**src/core/rfid_modem_pkg.sv**
```systemverilog
// Purpose: Shared constants for the tag bit modem.
// Assumes: All link timing counted in coil carrier cycles at 125 kHz.
// Notes:   Times kept in their own units; cycle counts derived from them.
package rfid_modem_pkg;

	localparam int CARRIER_NS = 8000;

	localparam int OUT_BIT_US = 128;
	localparam int IN_BIT_US = 512;
	localparam int LEAD_MIN_US = 256;
	localparam int LEAD_MAX_US = 1024;
	localparam int RETX_US = 1664;
	localparam int OFF_MIN_US = 32;
	localparam int OFF_MAX_US = 368;
	localparam int SPACE_MIN_US = 400;
	localparam int SPACE_MAX_US = 624;
	localparam int MEM_PAUSE_US = 5900;
	localparam int TAMPER_PAUSE_US = 7900;

	localparam int CNT_W = 10;
	typedef logic [CNT_W-1:0] cnt_t;

	// Least times round up, longest times round down
	localparam cnt_t OUT_BIT_CYC = cnt_t'(OUT_BIT_US * 1000 / CARRIER_NS);
	localparam cnt_t OUT_HALF_CYC = cnt_t'(OUT_BIT_US * 500 / CARRIER_NS);
	localparam cnt_t IN_BIT_CYC = cnt_t'(IN_BIT_US * 1000 / CARRIER_NS);
	localparam cnt_t LEAD_MIN_CYC =
		cnt_t'((LEAD_MIN_US * 1000 + CARRIER_NS - 1) / CARRIER_NS);
	localparam cnt_t LEAD_MAX_CYC = cnt_t'(LEAD_MAX_US * 1000 / CARRIER_NS);
	localparam cnt_t RETX_CYC = cnt_t'(RETX_US * 1000 / CARRIER_NS);
	localparam cnt_t OFF_MIN_CYC =
		cnt_t'((OFF_MIN_US * 1000 + CARRIER_NS - 1) / CARRIER_NS);
	localparam cnt_t OFF_MAX_CYC = cnt_t'(OFF_MAX_US * 1000 / CARRIER_NS);
	localparam cnt_t TRACK_TOL_CYC =
		cnt_t'((SPACE_MAX_US - SPACE_MIN_US) * 500 / CARRIER_NS);
	localparam cnt_t MEM_PAUSE_CYC =
		cnt_t'((MEM_PAUSE_US * 1000 + CARRIER_NS - 1) / CARRIER_NS);
	localparam cnt_t TAMPER_PAUSE_CYC =
		cnt_t'((TAMPER_PAUSE_US * 1000 + CARRIER_NS - 1) / CARRIER_NS);

	localparam logic [1:0] LEADIN_BITS = 2'h3;
	localparam logic [1:0] LEADIN_GAP_BIT = 2'h1;

	// Transmit word: header flag, last flag, data byte
	localparam int WORD_W = 10;
	localparam int W_HDR = 9;
	localparam int W_LAST = 8;
	localparam int BYTE_MSB = 7;
	localparam int HDR_MSB = 3;
	localparam logic [2:0] DATA_IDX_FIRST = 3'h6;
	localparam logic [2:0] HDR_IDX_FIRST = 3'h1;

	localparam int BUF_DEPTH = 2;
	localparam int REPLAY_DEPTH = 16;
	localparam int REPLAY_AW = 4;

	typedef enum {M_IDLE, M_TX, M_LISTEN, M_RX, M_PAUSE} mode_e;
	typedef enum {G_DATA, G_PAR, G_STOP, G_HDR, G_END} gen_e;

endpackage

```
**src/core/rfid_tag_bit_modem.sv**
```systemverilog
// Purpose: Bit-level transmit and receive path of a field-powered tag.
// Assumes: Carrier, demodulator and supply flags are asynchronous pins.
// Notes:   All bit timing counts carrier edges, never clk cycles.
// Behaviour
// - Modulation resistor on while encoder output is 1, off while 0.
// - Miller code: 1 toggles mid-bit; 0 before 0 toggles at bit end.
// - Each non-header group opens with start bit 1, off-to-on mid-bit.
// - One transmit bit enters the encoder every 16 carrier cycles.
// - Each non-header group closes with one stop bit of value 0.
// - Amplitude drop reads low, rise high; invert before Manchester decoding.
// - Mid-bit high-to-low decodes 0, low-to-high decodes 1.
// - One received bit is decoded every 64 carrier cycles.
// - Receive bit clock starts on first lead-in change, times later edges.
// - Lead-in edges mid bit one and three set the tracked mid-bit position.
// - Bit-boundary transitions are ignored; only mid-bit transitions decode.
// - No lead-in edge within the window after a read: retransmit last data.
// - Memory commands abort when supply is below memory-access threshold.
// - Header, identifier, tamper and silence commands run at low supply.
// - Loss of wired supply briefly resets the radio logic.
// - Wired supply in its middle band inhibits memory read and write.
// - Outbound bit time nominally 128 us, scaling with carrier.
// - Inbound bit time nominally 512 us, scaling with carrier.
// - Write pause before response: 5.9 ms memory, 7.9 ms tamper.
// - Parity after every 8 data bits gives even ones in 9 bits.
// - Start of first and all of second inbound bit time ignored.
`timescale 1ns/1ps
module rfid_tag_bit_modem (
	input  wire logic       clk,
	input  wire logic       rst_n,
	input  wire logic       clk_en,
	input  wire logic       coil_carrier,
	input  wire logic       demod_level,
	input  wire logic       supply_good,
	input  wire logic       vcc_present,
	input  wire logic       vcc_midband,
	input  wire logic       tx_valid,
	output logic            tx_ready,
	input  wire logic [7:0] tx_data,
	input  wire logic       tx_last,
	input  wire logic       tx_header,
	input  wire logic       write_pause,
	input  wire logic       pause_tamper,
	input  wire logic       mem_req,
	input  wire logic       other_req,
	output logic            mod_on,
	output logic            tx_busy,
	output logic            rx_active,
	output logic            rx_bit,
	output logic            rx_bit_valid,
	output logic            rx_done,
	output logic            rx_error,
	output logic            retransmit,
	output logic            pause_done,
	output logic            mem_grant,
	output logic            mem_abort,
	output logic            cmd_grant
);
	typedef rfid_modem_pkg::cnt_t cnt_t;

	// Stage one feeds stage two only; stage three is for edge finding
	logic [4:0] sync1;
	logic [4:0] sync2;
	logic [2:0] sync3;
	always_ff @(posedge clk) begin
		if (!rst_n) begin
			sync1 <= 5'h00;
			sync2 <= 5'h00;
			sync3 <= 3'h0;
		end else if (clk_en) begin
			sync1 <= {coil_carrier, demod_level, vcc_present,
				supply_good, vcc_midband};
			sync2 <= sync1;
			sync3 <= sync2[4:2];
		end
	end

	wire car_tick = clk_en & sync2[4] & ~sync3[2];
	wire rx_lvl = ~sync2[3];
	wire rx_edge = clk_en & (sync2[3] ^ sync3[1]);
	wire vcc_drop = clk_en & sync3[0] & ~sync2[2];
	wire lrst_n = rst_n & ~vcc_drop;

	rfid_modem_pkg::mode_e mode;
	rfid_modem_pkg::mode_e next_mode;
	rfid_modem_pkg::gen_e  gen;

	logic [rfid_modem_pkg::WORD_W-1:0] replay_mem [rfid_modem_pkg::REPLAY_DEPTH];
	logic [rfid_modem_pkg::REPLAY_AW:0]   rec_cnt;
	logic [rfid_modem_pkg::REPLAY_AW-1:0] rd_idx;
	logic       replaying;
	logic [7:0] tx_byte;
	logic       word_last;
	logic [2:0] idx;
	logic       par;
	logic       cur_bit;
	logic       nxt_bit;
	logic       nxt_ok;
	cnt_t       tx_sub;
	cnt_t       listen_cnt;
	cnt_t       rx_sub;
	cnt_t       mid_ref;
	logic [1:0] bit_no;
	logic       saw_mid;
	logic       mid_dir;
	cnt_t       pause_cnt;
	cnt_t       pause_lim;

	wire [rfid_modem_pkg::WORD_W-1:0] buf_data;
	wire buf_valid;
	wire buf_ready;

	word_buffer #(
		.WIDTH (rfid_modem_pkg::WORD_W),
		.DEPTH (rfid_modem_pkg::BUF_DEPTH)
	) u_buf (
		.clk       (clk),
		.rst_n     (lrst_n),
		.clk_en    (clk_en),
		.in_valid  (tx_valid),
		.in_ready  (tx_ready),
		.in_data   ({tx_header, tx_last, tx_data}),
		.out_valid (buf_valid),
		.out_ready (buf_ready),
		.out_data  (buf_data)
	);

	// Transmit timing and word fetch decode
	wire tx_mid = car_tick & (mode == rfid_modem_pkg::M_TX) &
		(tx_sub == rfid_modem_pkg::OUT_HALF_CYC - 1'b1);
	wire tx_end = car_tick & (mode == rfid_modem_pkg::M_TX) &
		(tx_sub == rfid_modem_pkg::OUT_BIT_CYC - 1'b1);
	wire step = tx_end & nxt_ok;
	wire can_start = (mode == rfid_modem_pkg::M_IDLE) |
		(mode == rfid_modem_pkg::M_LISTEN);
	wire start_new = clk_en & can_start & buf_valid;
	wire listen_out = car_tick & (mode == rfid_modem_pkg::M_LISTEN) &
		(listen_cnt == rfid_modem_pkg::RETX_CYC - 1'b1);
	wire start_replay = listen_out & ~buf_valid & (rec_cnt != '0);
	wire src_valid = replaying ?
		({1'b0, rd_idx} != rec_cnt) : buf_valid;
	wire fetch_more = step & (gen == rfid_modem_pkg::G_PAR) &
		~word_last & src_valid;
	wire from_mem = start_replay | (fetch_more & replaying);
	wire [rfid_modem_pkg::REPLAY_AW-1:0] fetch_idx =
		start_replay ? '0 : rd_idx;
	wire [rfid_modem_pkg::WORD_W-1:0] fetch_word =
		from_mem ? replay_mem[fetch_idx] : buf_data;
	wire start_tx = start_new | start_replay;
	assign buf_ready = start_new | (fetch_more & ~replaying);
	wire record = buf_ready & buf_valid & (start_new |
		(rec_cnt != (rfid_modem_pkg::REPLAY_AW+1)'(rfid_modem_pkg::REPLAY_DEPTH)));
	wire [rfid_modem_pkg::REPLAY_AW-1:0] rec_idx =
		start_new ? '0 : rec_cnt[rfid_modem_pkg::REPLAY_AW-1:0];
	wire fetch_hdr = fetch_word[rfid_modem_pkg::W_HDR];

	wire gen_bit = (gen == rfid_modem_pkg::G_PAR) ? par :
		(gen == rfid_modem_pkg::G_DATA) | (gen == rfid_modem_pkg::G_HDR) ?
		tx_byte[idx] : 1'b0;

	// Receive decode; the listen window also hides the first half bit
	// blind early listen
	wire lead_edge = rx_edge & (mode == rfid_modem_pkg::M_LISTEN) &
		(listen_cnt >= rfid_modem_pkg::LEAD_MIN_CYC) &
		(listen_cnt < rfid_modem_pkg::LEAD_MAX_CYC);
	wire in_leadin = (bit_no != rfid_modem_pkg::LEADIN_BITS);
	wire lead_win = (rx_sub >= rfid_modem_pkg::OFF_MIN_CYC) &
		(rx_sub <= rfid_modem_pkg::OFF_MAX_CYC);
	wire track_win = (rx_sub + rfid_modem_pkg::TRACK_TOL_CYC >= mid_ref) &
		(rx_sub <= mid_ref + rfid_modem_pkg::TRACK_TOL_CYC);
	wire mid_take = rx_edge & (mode == rfid_modem_pkg::M_RX) & ~saw_mid &
		(in_leadin ? (bit_no != rfid_modem_pkg::LEADIN_GAP_BIT) & lead_win
		: track_win);
	wire rx_end = car_tick & (mode == rfid_modem_pkg::M_RX) &
		(rx_sub == rfid_modem_pkg::IN_BIT_CYC - 1'b1);
	wire rx_stop = rx_end & ~saw_mid &
		(bit_no != rfid_modem_pkg::LEADIN_GAP_BIT);
	wire pause_end = car_tick & (mode == rfid_modem_pkg::M_PAUSE) &
		(pause_cnt == pause_lim - 1'b1);
	wire pause_go = clk_en & write_pause & (mode == rfid_modem_pkg::M_IDLE);

	always_comb begin
		next_mode = mode;
		case (mode)
			rfid_modem_pkg::M_IDLE: begin
				if (pause_go)
					next_mode = rfid_modem_pkg::M_PAUSE;
				else if (start_tx)
					next_mode = rfid_modem_pkg::M_TX;
			end
			rfid_modem_pkg::M_TX: begin
				if (tx_end & ~nxt_ok)
					next_mode = rfid_modem_pkg::M_LISTEN;
			end
			rfid_modem_pkg::M_LISTEN: begin
				if (start_tx)
					next_mode = rfid_modem_pkg::M_TX;
				else if (lead_edge)
					next_mode = rfid_modem_pkg::M_RX;
				else if (listen_out)
					next_mode = rfid_modem_pkg::M_IDLE;
			end
			rfid_modem_pkg::M_RX: begin
				if (rx_stop)
					next_mode = rfid_modem_pkg::M_IDLE;
			end
			rfid_modem_pkg::M_PAUSE: begin
				if (pause_end)
					next_mode = rfid_modem_pkg::M_IDLE;
			end
			default: next_mode = rfid_modem_pkg::M_IDLE;
		endcase
	end

	always_ff @(posedge clk) begin
		if (!lrst_n)
			mode <= rfid_modem_pkg::M_IDLE;
		else if (clk_en)
			mode <= next_mode;
	end

	// Replay store keeps the first 16 words of the last transmitted group
	always_ff @(posedge clk) begin
		if (record)
			replay_mem[rec_idx] <= buf_data;
	end

	always_ff @(posedge clk) begin
		if (!lrst_n) begin
			rec_cnt <= '0;
			rd_idx <= '0;
			replaying <= 1'b0;
		end else begin
			if (record)
				rec_cnt <= start_new ? (rfid_modem_pkg::REPLAY_AW+1)'(1) :
					rec_cnt + 1'b1;
			if (start_replay)
				rd_idx <= (rfid_modem_pkg::REPLAY_AW)'(1);
			else if (fetch_more & replaying)
				rd_idx <= rd_idx + 1'b1;
			if (start_tx)
				replaying <= start_replay;
		end
	end

	// Bit generator, one bit ahead of the encoder
	always_ff @(posedge clk) begin
		if (!lrst_n) begin
			gen <= rfid_modem_pkg::G_END;
			tx_byte <= 8'h00;
			word_last <= 1'b0;
			idx <= 3'h0;
			par <= 1'b0;
			cur_bit <= 1'b0;
			nxt_bit <= 1'b0;
			nxt_ok <= 1'b0;
		end else if (start_tx) begin
			tx_byte <= fetch_word[7:0];
			word_last <= fetch_word[rfid_modem_pkg::W_LAST];
			nxt_ok <= 1'b1;
			par <= fetch_word[rfid_modem_pkg::BYTE_MSB];
			cur_bit <= fetch_hdr ?
				fetch_word[rfid_modem_pkg::HDR_MSB] : 1'b1;
			nxt_bit <= fetch_hdr ? fetch_word[rfid_modem_pkg::HDR_MSB-1] :
				fetch_word[rfid_modem_pkg::BYTE_MSB];
			gen <= fetch_hdr ? rfid_modem_pkg::G_HDR : rfid_modem_pkg::G_DATA;
			idx <= fetch_hdr ? rfid_modem_pkg::HDR_IDX_FIRST :
				rfid_modem_pkg::DATA_IDX_FIRST;
		end else if (step) begin
			cur_bit <= nxt_bit;
			nxt_bit <= gen_bit;
			nxt_ok <= (gen != rfid_modem_pkg::G_END);
			case (gen)
				rfid_modem_pkg::G_DATA: begin
					par <= par ^ gen_bit;
					if (idx == 3'h0)
						gen <= rfid_modem_pkg::G_PAR;
					idx <= idx - 1'b1;
				end
				rfid_modem_pkg::G_PAR: begin
					if (fetch_more) begin
						tx_byte <= fetch_word[7:0];
						word_last <= fetch_word[rfid_modem_pkg::W_LAST];
						par <= 1'b0;
						idx <= 3'h7;
						gen <= rfid_modem_pkg::G_DATA;
					end else begin
						gen <= rfid_modem_pkg::G_STOP;
					end
				end
				rfid_modem_pkg::G_HDR: begin
					if (idx == 3'h0)
						gen <= rfid_modem_pkg::G_END;
					idx <= idx - 1'b1;
				end
				default: gen <= rfid_modem_pkg::G_END;
			endcase
		end
	end

	// Miller encoder drives the resistor directly
	always_ff @(posedge clk) begin
		if (!lrst_n) begin
			mod_on <= 1'b0;
			tx_sub <= '0;
		end else if (start_tx) begin
			mod_on <= 1'b0;
			tx_sub <= '0;
		end else if (car_tick & (mode == rfid_modem_pkg::M_TX)) begin
			tx_sub <= tx_end ? '0 : tx_sub + 1'b1;
			if (tx_mid & cur_bit)
				mod_on <= ~mod_on;
			else if (tx_end & ~nxt_ok)
				mod_on <= 1'b0;
			else if (tx_end & ~cur_bit & ~nxt_bit)
				mod_on <= ~mod_on;
		end
	end

	always_ff @(posedge clk) begin
		if (!lrst_n) begin
			listen_cnt <= '0;
			pause_cnt <= '0;
			pause_lim <= rfid_modem_pkg::MEM_PAUSE_CYC;
		end else begin
			if (mode != rfid_modem_pkg::M_LISTEN)
				listen_cnt <= '0;
			else if (car_tick)
				listen_cnt <= listen_cnt + 1'b1;
			if (pause_go) begin
				pause_cnt <= '0;
				pause_lim <= pause_tamper ?
					rfid_modem_pkg::TAMPER_PAUSE_CYC :
					rfid_modem_pkg::MEM_PAUSE_CYC;
			end else if (car_tick)
				pause_cnt <= pause_cnt + 1'b1;
		end
	end

	// Manchester receiver
	always_ff @(posedge clk) begin
		if (!lrst_n) begin
			rx_sub <= '0;
			bit_no <= 2'h0;
			saw_mid <= 1'b0;
			mid_dir <= 1'b0;
			mid_ref <= '0;
		end else if (lead_edge) begin
			rx_sub <= '0;
			bit_no <= 2'h0;
			saw_mid <= 1'b0;
		end else begin
			if (rx_end) begin
				rx_sub <= '0;
				saw_mid <= 1'b0;
				if (in_leadin)
					bit_no <= bit_no + 1'b1;
			end else if (car_tick)
				rx_sub <= rx_sub + 1'b1;
			if (mid_take) begin
				saw_mid <= 1'b1;
				mid_dir <= rx_lvl;
				mid_ref <= rx_sub;
			end
		end
	end

	always_ff @(posedge clk) begin
		if (!lrst_n) begin
			rx_bit <= 1'b0;
			rx_bit_valid <= 1'b0;
			rx_done <= 1'b0;
			rx_error <= 1'b0;
			retransmit <= 1'b0;
			pause_done <= 1'b0;
			mem_grant <= 1'b0;
			mem_abort <= 1'b0;
			cmd_grant <= 1'b0;
		end else if (clk_en) begin
			rx_bit_valid <= rx_end & saw_mid & ~in_leadin;
			if (rx_end & saw_mid & ~in_leadin)
				rx_bit <= mid_dir;
			rx_done <= rx_stop & ~in_leadin;
			rx_error <= rx_stop & in_leadin;
			retransmit <= start_replay;
			pause_done <= pause_end;
			mem_grant <= mem_req & sync2[1] & ~sync2[0];
			mem_abort <= mem_req & ~(sync2[1] & ~sync2[0]);
			cmd_grant <= other_req;
		end
	end

	assign tx_busy = (mode == rfid_modem_pkg::M_TX);
	assign rx_active = (mode == rfid_modem_pkg::M_RX);

endmodule

```
**src/core/word_buffer.sv**
```systemverilog
// Purpose: Small valid/ready FIFO in front of the transmitter.
// Assumes: DEPTH is a power of two, at least two.
// Notes:   Output word comes straight from the storage flops.
`timescale 1ns/1ps
module word_buffer #(
	parameter int WIDTH = 10,
	parameter int DEPTH = 2
) (
	input  wire logic             clk,
	input  wire logic             rst_n,
	input  wire logic             clk_en,
	input  wire logic             in_valid,
	output logic                  in_ready,
	input  wire logic [WIDTH-1:0] in_data,
	output logic                  out_valid,
	input  wire logic             out_ready,
	output logic      [WIDTH-1:0] out_data
);
	localparam int AW = $clog2(DEPTH);

	logic [WIDTH-1:0] mem [DEPTH];
	logic [AW-1:0]    wr_ptr;
	logic [AW-1:0]    rd_ptr;
	logic [AW:0]      count;
	wire              push;
	wire              pop;

	assign in_ready = (count != (AW+1)'(DEPTH));
	assign out_valid = (count != '0);
	assign out_data = mem[rd_ptr];
	assign push = clk_en & in_valid & in_ready;
	assign pop = clk_en & out_valid & out_ready;

	always_ff @(posedge clk) begin
		if (!rst_n) begin
			wr_ptr <= '0;
			rd_ptr <= '0;
			count <= '0;
		end else begin
			if (push)
				wr_ptr <= wr_ptr + 1'b1;
			if (pop)
				rd_ptr <= rd_ptr + 1'b1;
			if (push & ~pop)
				count <= count + 1'b1;
			else if (pop & ~push)
				count <= count - 1'b1;
		end
	end

	always_ff @(posedge clk) begin
		if (push)
			mem[wr_ptr] <= in_data;
	end

endmodule

```
**config.mk**
```make
export PLATFORM = sky130hd
export DESIGN_NAME = rfid_tag_bit_modem
export DESIGN_NICKNAME = d
export VERILOG_FILES = /design/src/core/rfid_modem_pkg.sv /design/src/core/rfid_tag_bit_modem.sv /design/src/core/word_buffer.sv
export SDC_FILE = /design/constraint.sdc
export NUM_CORES = 1
export LEC_CHECK = 0
export BUFFER_PORTS_ARGS = -buffer_cell sky130_fd_sc_hd__clkbuf_2
export CORE_AREA = 2 2 187 189
export CTS_CLUSTER_SIZE = 20
export DETAILED_ROUTE_END_ITERATION = 7
export DIE_AREA = 0 0 189 191
export SETUP_SLACK_MARGIN = 0.4
export SYNTH_ARGS = -nofsm -noshare
export SYNTH_HDL_FRONTEND = slang
export SYNTH_SLANG_ARGS = --single-unit
```
**constraint.sdc**
```tcl
create_clock -name clk -period 6.2 [get_ports clk]
set_input_delay 0.62 -clock clk [delete_from_list [all_inputs] [get_ports clk]]
set_output_delay 0.62 -clock clk [all_outputs]
set_load 0.01 [all_outputs]
```
==> Word-level counts from Yosys, hierarchy flattened <==
Memory sizes are Yosys's and may differ from the RTL's. A register that Yosys moved wholly into a read port is not among the register bits.
Cells that the tools add are included.
{ "word_totals": {"reg_bits": 181, "latchBits": 0, "ram_bits": 180, "mem_bits_ro": 0, "out_inout_bits": 13, "elab_cells": 279, "memories": 2} }
{ "mem_list": {"columns": ["name", "depth", "word_bits", "read_ports", "rd_ports_with_merged_regs", "wr", "line_no", "rtl"], "rows": [
  ["replay_mem", 16, 10, 1, 0, 1, "rfid_tag_bit_modem.sv:87", "logic [rfid_modem_pkg::WORD_W-1:0] replay_mem [rfid_modem_pkg::REPLAY_DEPTH];"],
  ["u_buf.mem", 2, 10, 1, 1, 1, "word_buffer.sv:21", "logic [WIDTH-1:0] mem [DEPTH];"]
]} }
{ "classes": {"n_addsub": 15, "multipliers": 0, "div": 0, "order_cmp": 7, "eq_ne": 32, "shifts": 0, "mux": 68, "n_bitwise": 85, "n_reduce_logical": 32} }
{ "ops": {"columns": ["cell", "count"], "rows": [
  ["2-to-1 mux 32 bit", 12],
  ["equality test 32 x 2 -> 1 bit, second input constant", 5],
  ["one-hot mux 32 bit (5 select lines)", 1],
  ["equality test 32 x 3 -> 1 bit, second input constant", 4],
  ["logical NOT 32 bit", 4],
  ["one-hot mux 32 bit (3 select lines)", 1],
  ["equality test 32 x 1 -> 1 bit, second input constant", 2],
  ["bitwise AND 1 bit", 58],
  ["adder 10 x 1 -> 10 bit, second input constant", 4],
  ["2-to-1 mux 1 bit", 33],
  ["equality test 32 x 4 -> 1 bit, second input constant", 1],
  ["2-to-1 mux 8 bit", 4],
  ["inequality test 32 x 3 -> 1 bit, second input constant", 1],
  ["inequality test 32 x 4 -> 1 bit, second input constant", 1],
  ["adder 10 x 4 -> 10 bit, second input constant", 2],
  ["2-to-1 mux 10 bit", 2],
  ["inverter 1 bit", 19],
  ["nonzero test 2 bit", 7],
  ["2-to-1 mux 3 bit", 4],
  ["inequality test 3 bit, second input constant", 4],
  ["AND reduction 3 bit", 4],
  ["OR reduction 2 bit", 6],
  ["equality test 10 bit", 1],
  ["equality test 10 x 3 -> 1 bit, second input constant", 1],
  ["37 further kinds", 58]
]} }

==> Depth between registers and ports, before layout <==
Gate-level depths: netlist of run 1.
{ "depth": {"ltp_word": 15, "mapped_depth": 14} }

==> By module <==
Synthesis of run 1 repeated with hierarchy kept, for this count alone.
{ "hier_totals": {"hier_cells": 1182, "area_unflattened_um2": 13516.7} }
{ "by_module_without_submodules": {"columns": ["module", "instances", "cells_per_inst", "area_per_inst_um2"], "rows": [
  ["rfid_tag_bit_modem", 1, 1125, 12560.8],
  ["word_buffer", 1, 57, 955.9]
]} }

==> Worst setup path before layout of run 1 <==
No wires, ideal clock.
{ "synth_path": {"kind": "input -> register", "startpoint": "in clk_en", "endpoint": "mem replay_mem[0][0] (netlist name) (enable)", "setup_time_ns": 0.393, "t_arrival_ns": 2.954, "required_time_ns": 5.807, "slack_ns": 2.853, "cell_stages": 7, "path_cell_list": "and4bb_2 > and4_1 > o311ai_2 > nor4_2 > and2_1 > nand2_1 > o31ai_1"} }
{ "synth_between": {"elab_chain_cells": 14, "word_cells_on_any_way": 18, "classes_between": "mux: 3; bitwise: 15"} }
{ "synth_rtl": {"columns": ["item", "line_no", "rtl"], "rows": [
  ["start: declaration", "rfid_tag_bit_modem.sv:30", "input wire logic clk_en,"],
  ["bitwise AND 1 bit (2 in series)", "rfid_tag_bit_modem.sv:77", "wire car_tick = clk_en & sync2[4] & ~sync3[2];"],
  ["bitwise AND 1 bit (2 in series)", "rfid_tag_bit_modem.sv:130", "wire tx_end = car_tick & (mode == rfid_modem_pkg::M_TX) &"],
  ["bitwise AND 1 bit", "rfid_tag_bit_modem.sv:132", "wire step = tx_end & nxt_ok;"],
  ["bitwise AND 1 bit (2 in series)", "rfid_tag_bit_modem.sv:141", "wire fetch_more = step & (gen == rfid_modem_pkg::G_PAR) &"],
  ["bitwise AND 1 bit", "rfid_tag_bit_modem.sv:142", "~word_last & src_valid;"],
  ["bitwise AND 1 bit", "rfid_tag_bit_modem.sv:149", "assign buf_ready = start_new | (fetch_more & ~replaying);"],
  ["OR 1 bit", "rfid_tag_bit_modem.sv:149", null],
  ["bitwise AND 1 bit (2 in series)", "rfid_tag_bit_modem.sv:150", "wire record = buf_ready & buf_valid & (start_new |"],
  ["2-to-1 mux 1 bit", "rfid_tag_bit_modem.sv:223", "if (record)"],
  ["2-to-1 mux 1 bit (not written as such)", "rfid_tag_bit_modem.sv:224", "replay_mem[rec_idx] <= buf_data;"],
  ["end: declaration", "rfid_tag_bit_modem.sv:87", null]
]} }
Several ways; a longest one is shown, not always the timed one.

==> Worst setup path in the final report of run 1 <==
{ "layout_path": {"startpoint": "reg mid_ref[1]", "endpoint": "reg mid_ref[2]"} }
{ "layout_between": {"elab_chain_cells": 6, "word_cells_on_any_way": 7, "classes_between": "add/sub: 1; order compare: 2; mux: 1; bitwise: 2; reduce/logical: 1"} }
{ "layout_rtl": {"columns": ["item", "line_no", "rtl"], "rows": [
  ["start: declaration", "rfid_tag_bit_modem.sv:101", "cnt_t mid_ref;"],
  ["start signal: assignment", "rfid_tag_bit_modem.sv:362", "mid_ref <= rx_sub;"],
  ["adder 10 x 4 -> 10 bit", "rfid_tag_bit_modem.sv:169", "(rx_sub <= mid_ref + rfid_modem_pkg::TRACK_TOL_CYC);"],
  ["<= comparator 10 bit", "rfid_tag_bit_modem.sv:169", null],
  ["bitwise AND 1 bit *", "rfid_tag_bit_modem.sv:168", "wire track_win = (rx_sub + rfid_modem_pkg::TRACK_TOL_CYC >= mid_ref) &"],
  ["2-to-1 mux 1 bit *", "rfid_tag_bit_modem.sv:171", "(in_leadin ? (bit_no != rfid_modem_pkg::LEADIN_GAP_BIT) & lead_win"],
  ["bitwise AND 1 bit *", "rfid_tag_bit_modem.sv:170", "wire mid_take = rx_edge & (mode == rfid_modem_pkg::M_RX) & ~saw_mid &"],
  ["AND reduction 2 bit (no source line) *", null, null]
]} }
Every way passes the cells marked *; elsewhere a longest branch is shown, timed or not.
A chain may end at the register's enable or synchronous reset.

==> results of run 1 <==
## worst max-delay path, cell delays in order (launching register included)
cell	delay (ps)
dfxtp_1	390
inv_1	90
ha_1	250
a2111oi_0	760
nand3_1	180
xnor2_1	220
ha_1	280
nand4_1	130
nor2_1	80
a221o_1	280
o21ai_0	220
a41o_1	680
mux2i_1	250
nor2_1	50
## cell usage after synthesis, drive strengths merged, types with 5 or more instances
master / number
a211oi: 5
a21o: 10
a21oi: 47
a31oi: 12
and3: 19
and4: 5
buf: 21
clkbuf: 34
dfxtp: 116
edfxtp: 180
ha: 39
inv: 40
mux2: 14
mux2i: 51
mux4: 30
nand2: 76
nand2b: 15
nand3: 35
nand4: 14
nor2: 133
nor2b: 8
nor3: 31
nor4: 15
o21ai: 45
or2: 5
or3: 6
xnor2: 32
xor2: 32
## path summary, 6_finish.rpt
check / startpoint / to / slack (ps) / cells after the start
max: mid_ref[1]$_SDFFE_PN0P_ / mid_ref[2]$_SDFFE_PN0P_ / 2210 / 13
min reg2reg: rx_bit_valid$_SDFFE_PN0P_ / rx_bit_valid$_SDFFE_PN0P_ / 470 / 2
min: tx_data[5] / u_buf.mem[0][5]$_DFFE_PP_ / 230 / 1
max reg2reg: mid_ref[1]$_SDFFE_PN0P_ / mid_ref[2]$_SDFFE_PN0P_ / 2210 / 13
## sequential cells by signal, indices dropped and copies added (netlist names), 3 cells and up, named ones only
register / flops
tx_sub: 10
listen_cnt: 10
sync3: 3
u_buf.mem: 20
rd_idx: 4
rec_cnt: 5
sync2: 5
mid_ref: 10
replay_mem: 160
mode: 3
gen: 3
sync1: 5
pause_cnt: 10
rx_sub: 10
idx: 3
tx_byte: 8
## final cells by class
cell class,instances,share of cell area
Clock buffer,43,0.05385
Clock inverter,12,0.01065
Inverter,40,0.009987
Multi-Input combinational cell,745,0.3563
Sequential cell,296,0.5142
Tap cell,455,0.03787
Timing Repair Buffer,46,0.01715
## power by group
group	total [mW]	switching (mW)	internal [mW]
sequential	2.33	0.0852	2.25
combinational	0.538	0.352	0.186
clock	1.79	0.754	1.03
total	4.66	1.19	3.47
## layout by cell type, fill, tap and decap left out, types with 32 or more instances in the layout
| cell type | count |
|---|---|
| dfxtp_1 | 114 |
| a21oi_1 | 47 |
| nor2_1 | 132 |
| nand2_1 | 76 |
| clkbuf_2 | 35 |
| o21ai_0 | 42 |
| ha_1 | 39 |
| nand3_1 | 35 |
| xnor2_1 | 32 |
| mux2i_1 | 51 |
| edfxtp_1 | 180 |
| inv_1 | 40 |
| xor2_1 | 32 |
## per-layer routing
layer | wire length (um) | vias up | track usage
met5 | 0 | - | 0
met3 | 1191 | 44 | 0.02258
met4 | 807 | 0 | 0.05078
met2 | 13810 | 172 | 0.2671
met1 | 13900 | 4314 | 0.2335
li1 | - | 4229 | -
## per-stage QoR
step / cells / util / hold slack (ps)
after floorplan: 1136 / - / 449.2
after global routing: 1637 / 0.4406 / 211.1
after detailed placement: 1582 / 0.4122 / 460.0
after CTS: 1637 / 0.4406 / 200.7
after global placement: 1582 / 0.4122 / 454.5
final: 1637 / 0.4406 / 226.5
## cells by family (layout without fill, tap and decap cells)
kind of cell,Yosys count,count (layout),synth area share
xor+xnor,64,64,0.04165
flops,296,296,0.5741
compound gates,163,163,0.08032
buf+inv,95,141,0.02835
mux,95,95,0.09984
simple gates,384,384,0.1394
fa+ha+maj,39,39,0.03626
==> results.cfg, run 1 <==
[outcome]
status = finished, final reports clean

[sta]
slew_viol_final = 0
final.setup.worst_slack_ps = 2206
clock_skew_ps = 32.34
max_freq_mhz = 250.4
tns_ps = 0
worst_pin_slew_ps = 983.2
hold_viol_final = 0
min_period_ps = 3994
setup_viol = 0
rsz0062_at_grt = false
slew_headroom = 0.3432
finalCritPeriodShare = 0.6441

[clocking]
cts_buffers = 30
clock_latency_ps = 580
cts.sinks = 296
cts.repair.resized = 0
cts_htree_levels = 1
cts_hold_buffers = 0
cts_setup_buffers = 0
clockBufferDepth = 3
clk_pin_slew_ps = 60
cts-root-buf = clkbuf_16
cts_tree = done

[logic_synthesis]
synth_top_area_frac = 0.4016
synth_area_um2 = 13460
synth_cell_types = 77
yosysWarnings = 0
yosys_register_bits = 296
synthArstFlopShare = 0
postSynthAreaPerCell_um2 = 11.85
synth_edf_count = 180
syn_inst = 1136
synth_top_flop_cell = edfxtp_1
synth.yosys.seq_area_share = 0.5741
yosys-top-cells-area = edfxtp_1 (40%), dfxtp_1 (17%), mux4_2 (5.0%)
syn_nets = 1198
yosys.area.top_type = edfxtp_1

[route]
drt_iter0_markers = 582
wire_per_inst_um = 18.15
ant_nets = 0
wl_mm = 29.71
first_pass_iters = 5
viasPerCell = 5.351
vias = 8759
drc = 0

[cells_and_area]
area_delta_synth_final_pct = 11.69
register_area_um2 = 7730
fillers = 3143
final_cell_area_um2 = 15030
multi_input_area_um2 = 5356
diodes = 0
nNetsFinal = 1221
drive_gt1_frac = 0.1286

[setup_path]
crit_path_start_kind = register
path_class = register to register
crit_arrival_ps = 4400
end_kind = register
required_ps = 6610
crit_fanout = 12

[grt]
grt_pass1_wl_mm = 47.75
antenna_found_initial = 0
grt_overflow = 0
grtUsageTotal = 0.1661
grt_pass1_vias = 8552
grt_start_max_net_pins = 52

[power_and_ir_drop]
ir_worst_vdd_mv = 0.2187
p_leak_nw = 5.177
p_total_mw = 4.660
p_per_area_nw_per_um2 = 310.0

[placed_design]
post_dp_cell_area_um2 = 14060
portBuffers = 35
place.gp.congestion = 0.8176
hpwl_mm = 19.64
dpl_worst_slack_ps = 1977

[run]
maxCapViolCount = 0

[floorplanning]
die_y_um = 191
initial_core_util = 0.3945
fp.dieW_um = 189
fp-row-count = 68
boundaryPins = 36
die_area_um2 = 36100
core_area_um2 = 34120

[hold_path]
holdCritPathClass = input pin to register
Note: power is estimated with default switching activity, not from simulation.
==> inputs of run 2 (changes only) <==
==> constraint.sdc (replaced) <==
create_clock -name clk -period 4.1 [get_ports clk]
set_input_delay 0.41 -clock clk [delete_from_list [all_inputs] [get_ports clk]]
set_output_delay 0.41 -clock clk [all_outputs]
set_load 0.01 [all_outputs]
==> results.cfg, run 2 (synthesis results as in run 1) <==
[clocking]
cts_htree_levels = 1
clockBufferDepth = 3
cts_hold_buffers = 0
cts_setup_buffers = 0
cts_buffers = 30
cts.repair.resized = 0
clk_pin_slew_ps = 70
cts_tree = done
cts.sinks = 296
clock_latency_ps = 570
cts-root-buf = clkbuf_16

[floorplanning]
fp.dieW_um = 189
die_area_um2 = 36100
core_area_um2 = 34120
initial_core_util = 0.3945
fp-row-count = 68
boundaryPins = 36
die_y_um = 191

[setup_path]
r2r_cells = 13
crit_path_max_incr_delay_ps = 460
rr_startpoint = mid_ref[1]$_SDFFE_PN0P_
cpMaxStageDelayCell = a2111oi_2
path_class = register to register
required_ps = 4510
crit_chain = inv_1 -> ha_1 -> a2111oi_2 -> xnor2_1 -> ha_1 -> a21o_1 -> a21o_1 -> a221o_1 -> o21ai_0 -> a41o_1 -> buf_4 -> mux2i_1 -> nor2_1
crit_buf_inv = 2
reg2reg_to = mid_ref[5]$_SDFFE_PN0P_
rrSetupSlack_ps = 790
crit_fanout = 12
crit_path_start_kind = register
crit_arrival_ps = 3720
end_kind = register
crit_family = compound AO/OA/AOI/OAI gates

[cells_and_area]
regMostFlops = replay_mem
mostFrequentLayoutCells = edfxtp_1 (180), nor2_1 (132), dfxtp_1 (114), nand2_1 (76), mux2i_1 (51)
area_delta_synth_final_pct = 13.11
drive_gt1_frac = 0.1474
diodes = 0
nNetsFinal = 1240
reg.largest.list = replay_mem (160), u_buf.mem (20)
fillers = 3144
finalNonFillerCells = 1656
final_cell_area_um2 = 15220
fin_util = 0.4462
layout_commonest_cell = edfxtp_1
largest_register_ffs = 160

[power_and_ir_drop]
pwr-share-seq = 0.496
p_int_mw = 5.305
p_switching_mw = 1.799
ir_worst_vdd_mv = 0.3790
p_clk_frac = 0.392
p_per_area_nw_per_um2 = 466.6
p_leak_nw = 5.300
switching_share = 0.2532
combPwrFrac = 0.111

[placed_design]
place.gp.congestion = 0.8660
portBuffers = 35
hpwl_mm = 19.86
place_inst = 1601
post_dp_cell_area_um2 = 14210

[hold_path]
whs_path_depth = 1
holdCritPathClass = input pin to register
worstHoldStart = tx_data[3]
min_to = u_buf.mem[0][3]$_DFFE_PP_

[grt]
antenna_found_initial = 0
grtUsageTotal = 0.1654
grt_overflow = 0
grt_pass1_vias = 8675
grt_start_max_net_pins = 33
grt_pass1_wl_mm = 47.48

[sta]
hold_viol_final = 0
finalCritPeriodShare = 0.8063
clock_skew_ps = 15.66
rsz0062_at_grt = false
tns_ps = 0
max_freq_mhz = 302.5
setup_viol = 0
min_period_ps = 3306
slew_viol_final = 0
whs_ps = 30.73
worst_pin_slew_ps = 941.1
slew_headroom = 0.3713

[route]
ant_nets = 0
drc = 0
viasPerCell = 5.350
first_pass_iters = 6
wire_per_inst_um = 17.75
vias = 8859
wl_mm = 29.40
drt_iter0_markers = 716

[run]
maxCapViolCount = 0

[outcome]
status = finished, final reports clean
run 2: changes by cell type in the layout (fill, tap and decap cells not counted), sizes merged:
cell      change
clkinvlp      +1
inv           +1
buf          +19
clkbuf        -6
clkinv        +3
bufinv        +1
run 2: through the flow:
step	setup slack [ps]	total power, mW
2_1_floorplan	779.5	4.116
3_3_place_gp	713.1	4.373
3_5_place_dp	618.9	4.386
4_1_cts	585.8	7.168
5_1_grt	496.0	7.403
6_report	794.3	7.104
run 2: layout make-up:
class / instances / area (um^2) / area share
clock buffer: 37 / 787.0 / 0.05170
clock inverter: 18 / 224.0 / 0.01471
inverter: 40 / 150.1 / 0.009863
multi-input combinational: 745 / 5363 / 0.3523
sequential: 296 / 7730 / 0.5078
tap: 455 / 569.3 / 0.03740
timing repair buffer: 65 / 400.4 / 0.02630
run 2: how the worst max path moves through the flow:
stage,startpoint,end,slack (ps),depth (start not counted)
2_1_floorplan,mid_ref[1]$_SDFFE_PN0P_,mid_ref[5]$_SDFFE_PN0P_,780,13
3_3_place_gp,mid_ref[1]$_SDFFE_PN0P_,mid_dir$_SDFFE_PN0P_,710,13
3_5_place_dp,mid_ref[1]$_SDFFE_PN0P_,mid_ref[5]$_SDFFE_PN0P_,620,13
4_1_cts,mid_ref[1]$_SDFFE_PN0P_,mid_ref[2]$_SDFFE_PN0P_,590,13
5_1_grt,rec_cnt[0]$_SDFFE_PN0P_,gen[1]$_SDFFE_PN0P_,500,9
6_report,mid_ref[1]$_SDFFE_PN0P_,mid_ref[5]$_SDFFE_PN0P_,790,13
run 2: power by group through the flow:
stage               clock network [mW]  registers [mW]  logic [mW]
finish                            2.79            3.53       0.791
global route                      2.97            3.55       0.884
CTS                               2.84            3.53       0.800
detailed placement                   0            3.59       0.797
global placement                     0            3.59       0.787
floorplan                            0            3.53       0.588
run 2: metal layers:
metal | vias to the layer above | track usage | part of all wire
met5 | - | 0 | 0
met4 | 0 | 0.04838 | 0.026
met3 | 48 | 0.02552 | 0.045
met2 | 203 | 0.2705 | 0.47
met1 | 4337 | 0.2279 | 0.46
li1 | 4271 | - | -
run 2: worst reg2reg max path: stages, from the launching register on:
cell and delay [ps]:
dfxtp_1 390, inv_1 90, ha_1 250, a2111oi_2 460, xnor2_1 170, ha_1 260, a21o_1 180, a21o_1 170
a221o_1 340, o21ai_0 170, a41o_1 180, buf_4 230, mux2i_1 220, nor2_1 50
==> inputs of run 3 (changes only) <==
==> constraint.sdc (replaced) <==
create_clock -name clk -period 2.9 [get_ports clk]
set_input_delay 0.29 -clock clk [delete_from_list [all_inputs] [get_ports clk]]
set_output_delay 0.29 -clock clk [all_outputs]
set_load 0.01 [all_outputs]
==> results.cfg, run 3 (synthesis results as in run 1) <==
[outcome]
status = complete, but fails checks
violations = setup timing

[clocking]
cts_buffers = 31
cts.sinks = 296
cts_htree_levels = 1
cts-root-buf = clkbuf_16
clk_pin_slew_ps = 70
cts_tree = done
clockBufferDepth = 3
clock_latency_ps = 580

[setup_path]
crit_arrival_ps = 3400
required_ps = 3350
crit_fanout = 6
crit_path_start_kind = register
end_kind = register
path_class = register to register

[sta]
slew_headroom = 0.6070
min_period_ps = 2947
whs_ps = 146.8
final.setup.worst_slack_ps = -46.96
finalCritPeriodShare = 1.016
rsz0062_at_grt = true
slew_viol_final = 0
max_freq_mhz = 339.3
hold_viol_final = 0
worst_pin_slew_ps = 585.0
setup_viol = 11
clock_skew_ps = 14.05
tns_ps = -341.5

[route]
wl_mm = 31.72
drc = 0
viasPerCell = 5.258
wire_per_inst_um = 18.21
vias = 9160
drt_iter0_markers = 440
ant_nets = 0
first_pass_iters = 5

[floorplanning]
boundaryPins = 36
die_area_um2 = 36100
die_y_um = 191
fp.dieW_um = 189
initial_core_util = 0.3945
core_area_um2 = 34120
fp-row-count = 68

[grt]
grt_overflow = 0
globalRouteMet2Util = 0.2991
grtUsageMet1 = 0.2279
antenna_found_initial = 0
grtUsageTotal = 0.1731
grt_pass1_wl_mm = 49.31
grt_start_max_net_pins = 36
grtUsageMet3 = 0.02442
grt_pass1_vias = 8968
grt_busiest_layer = met2

[placed_design]
portBuffers = 35
dpl_worst_slack_ps = -26.44
place.gp.congestion = 0.8551
post_dp_cell_area_um2 = 14730
hpwl_mm = 21.01
place_inst = 1627

[power_and_ir_drop]
p_leak_nw = 5.865
ir_worst_vdd_mv = 0.7106
p_total_mw = 10.60
p_per_area_nw_per_um2 = 632.2

[cells_and_area]
diodes = 0
layout_commonest_cell = edfxtp_1
mostFrequentLayoutCells = edfxtp_1 (180), nor2_1 (116), dfxtp_1 (99), nand2_1 (72), buf_4 (69)
fillers = 3003
area_delta_synth_final_pct = 24.57
finalNonFillerCells = 1742
reg.largest.list = replay_mem (160), u_buf.mem (20)
nNetsFinal = 1324
largest_register_ffs = 160
drive_gt1_frac = 0.2595
regMostFlops = replay_mem
final_cell_area_um2 = 16770
fin_util = 0.4914

[run]
maxCapViolCount = 0

[hold_path]
holdCritPathClass = input pin to register
-- run 3: critical path, cell delays in order (launching register included) --
cell,delay (ps)
dfxtp_2,360
inv_2,60
ha_4,170
a2111oi_4,340
xnor2_1,140
ha_1,330
a21o_1,160
a21o_1,160
a221o_1,320
o21ai_2,120
a41o_2,270
clkbuf_16,170
mux2i_1,170
nor2_1,60
-- run 3: final timing paths --
path / start / endpoint / slack [ps] / depth (start not counted)
worst max-delay path: mid_ref[1]$_SDFFE_PN0P_ / mid_ref[1]$_SDFFE_PN0P_ / -50 / 13
worst min-delay path: write_pause / mode[2]$_SDFFE_PN0P_ / 150 / 3
worst max register to register: mid_ref[1]$_SDFFE_PN0P_ / mid_ref[1]$_SDFFE_PN0P_ / -50 / 13
worst min register to register: mem_abort$_SDFFE_PN0P_ / mem_abort$_SDFFE_PN0P_ / 480 / 2
-- run 3: cell type report --
class | instances | area [um^2] | share of cell area
inverters | 40 | 160.2 | 0.009552
multi-input cells | 745 | 5923 | 0.3533
clock buffers | 34 | 787.0 | 0.04694
flip-flops and latches | 296 | 7764 | 0.4631
clock inverters | 24 | 292.8 | 0.01746
repair buffers | 148 | 1270 | 0.07575
well taps | 455 | 569.3 | 0.03396
-- run 3: repair_timing --
| action | CTS | global route |
|---|---|---|
| pin swaps | 15 | 41 |
| gates resized for setup | 23 | 76 |
| setup buffers | 10 | 24 |
| setup endpoints to repair | 182 | 135 |
| hold buffers | 18 | 0 |
| hold endpoints to repair | 30 | 0 |
| gates cloned | 1 | 4 |
-- run 3: where the power goes --
group	total, mW	internal [mW]	switching (mW)
clock network	4.20	2.50	1.70
registers	4.97	4.81	0.156
logic	1.44	0.562	0.873
total	10.6	7.87	2.72
-- run 3: metal layers --
layer	vias to the layer above	part of all wire
met5	-	0
met4	0	0.025
met3	57	0.035
met2	176	0.50
met1	4485	0.44
li1	4442	-
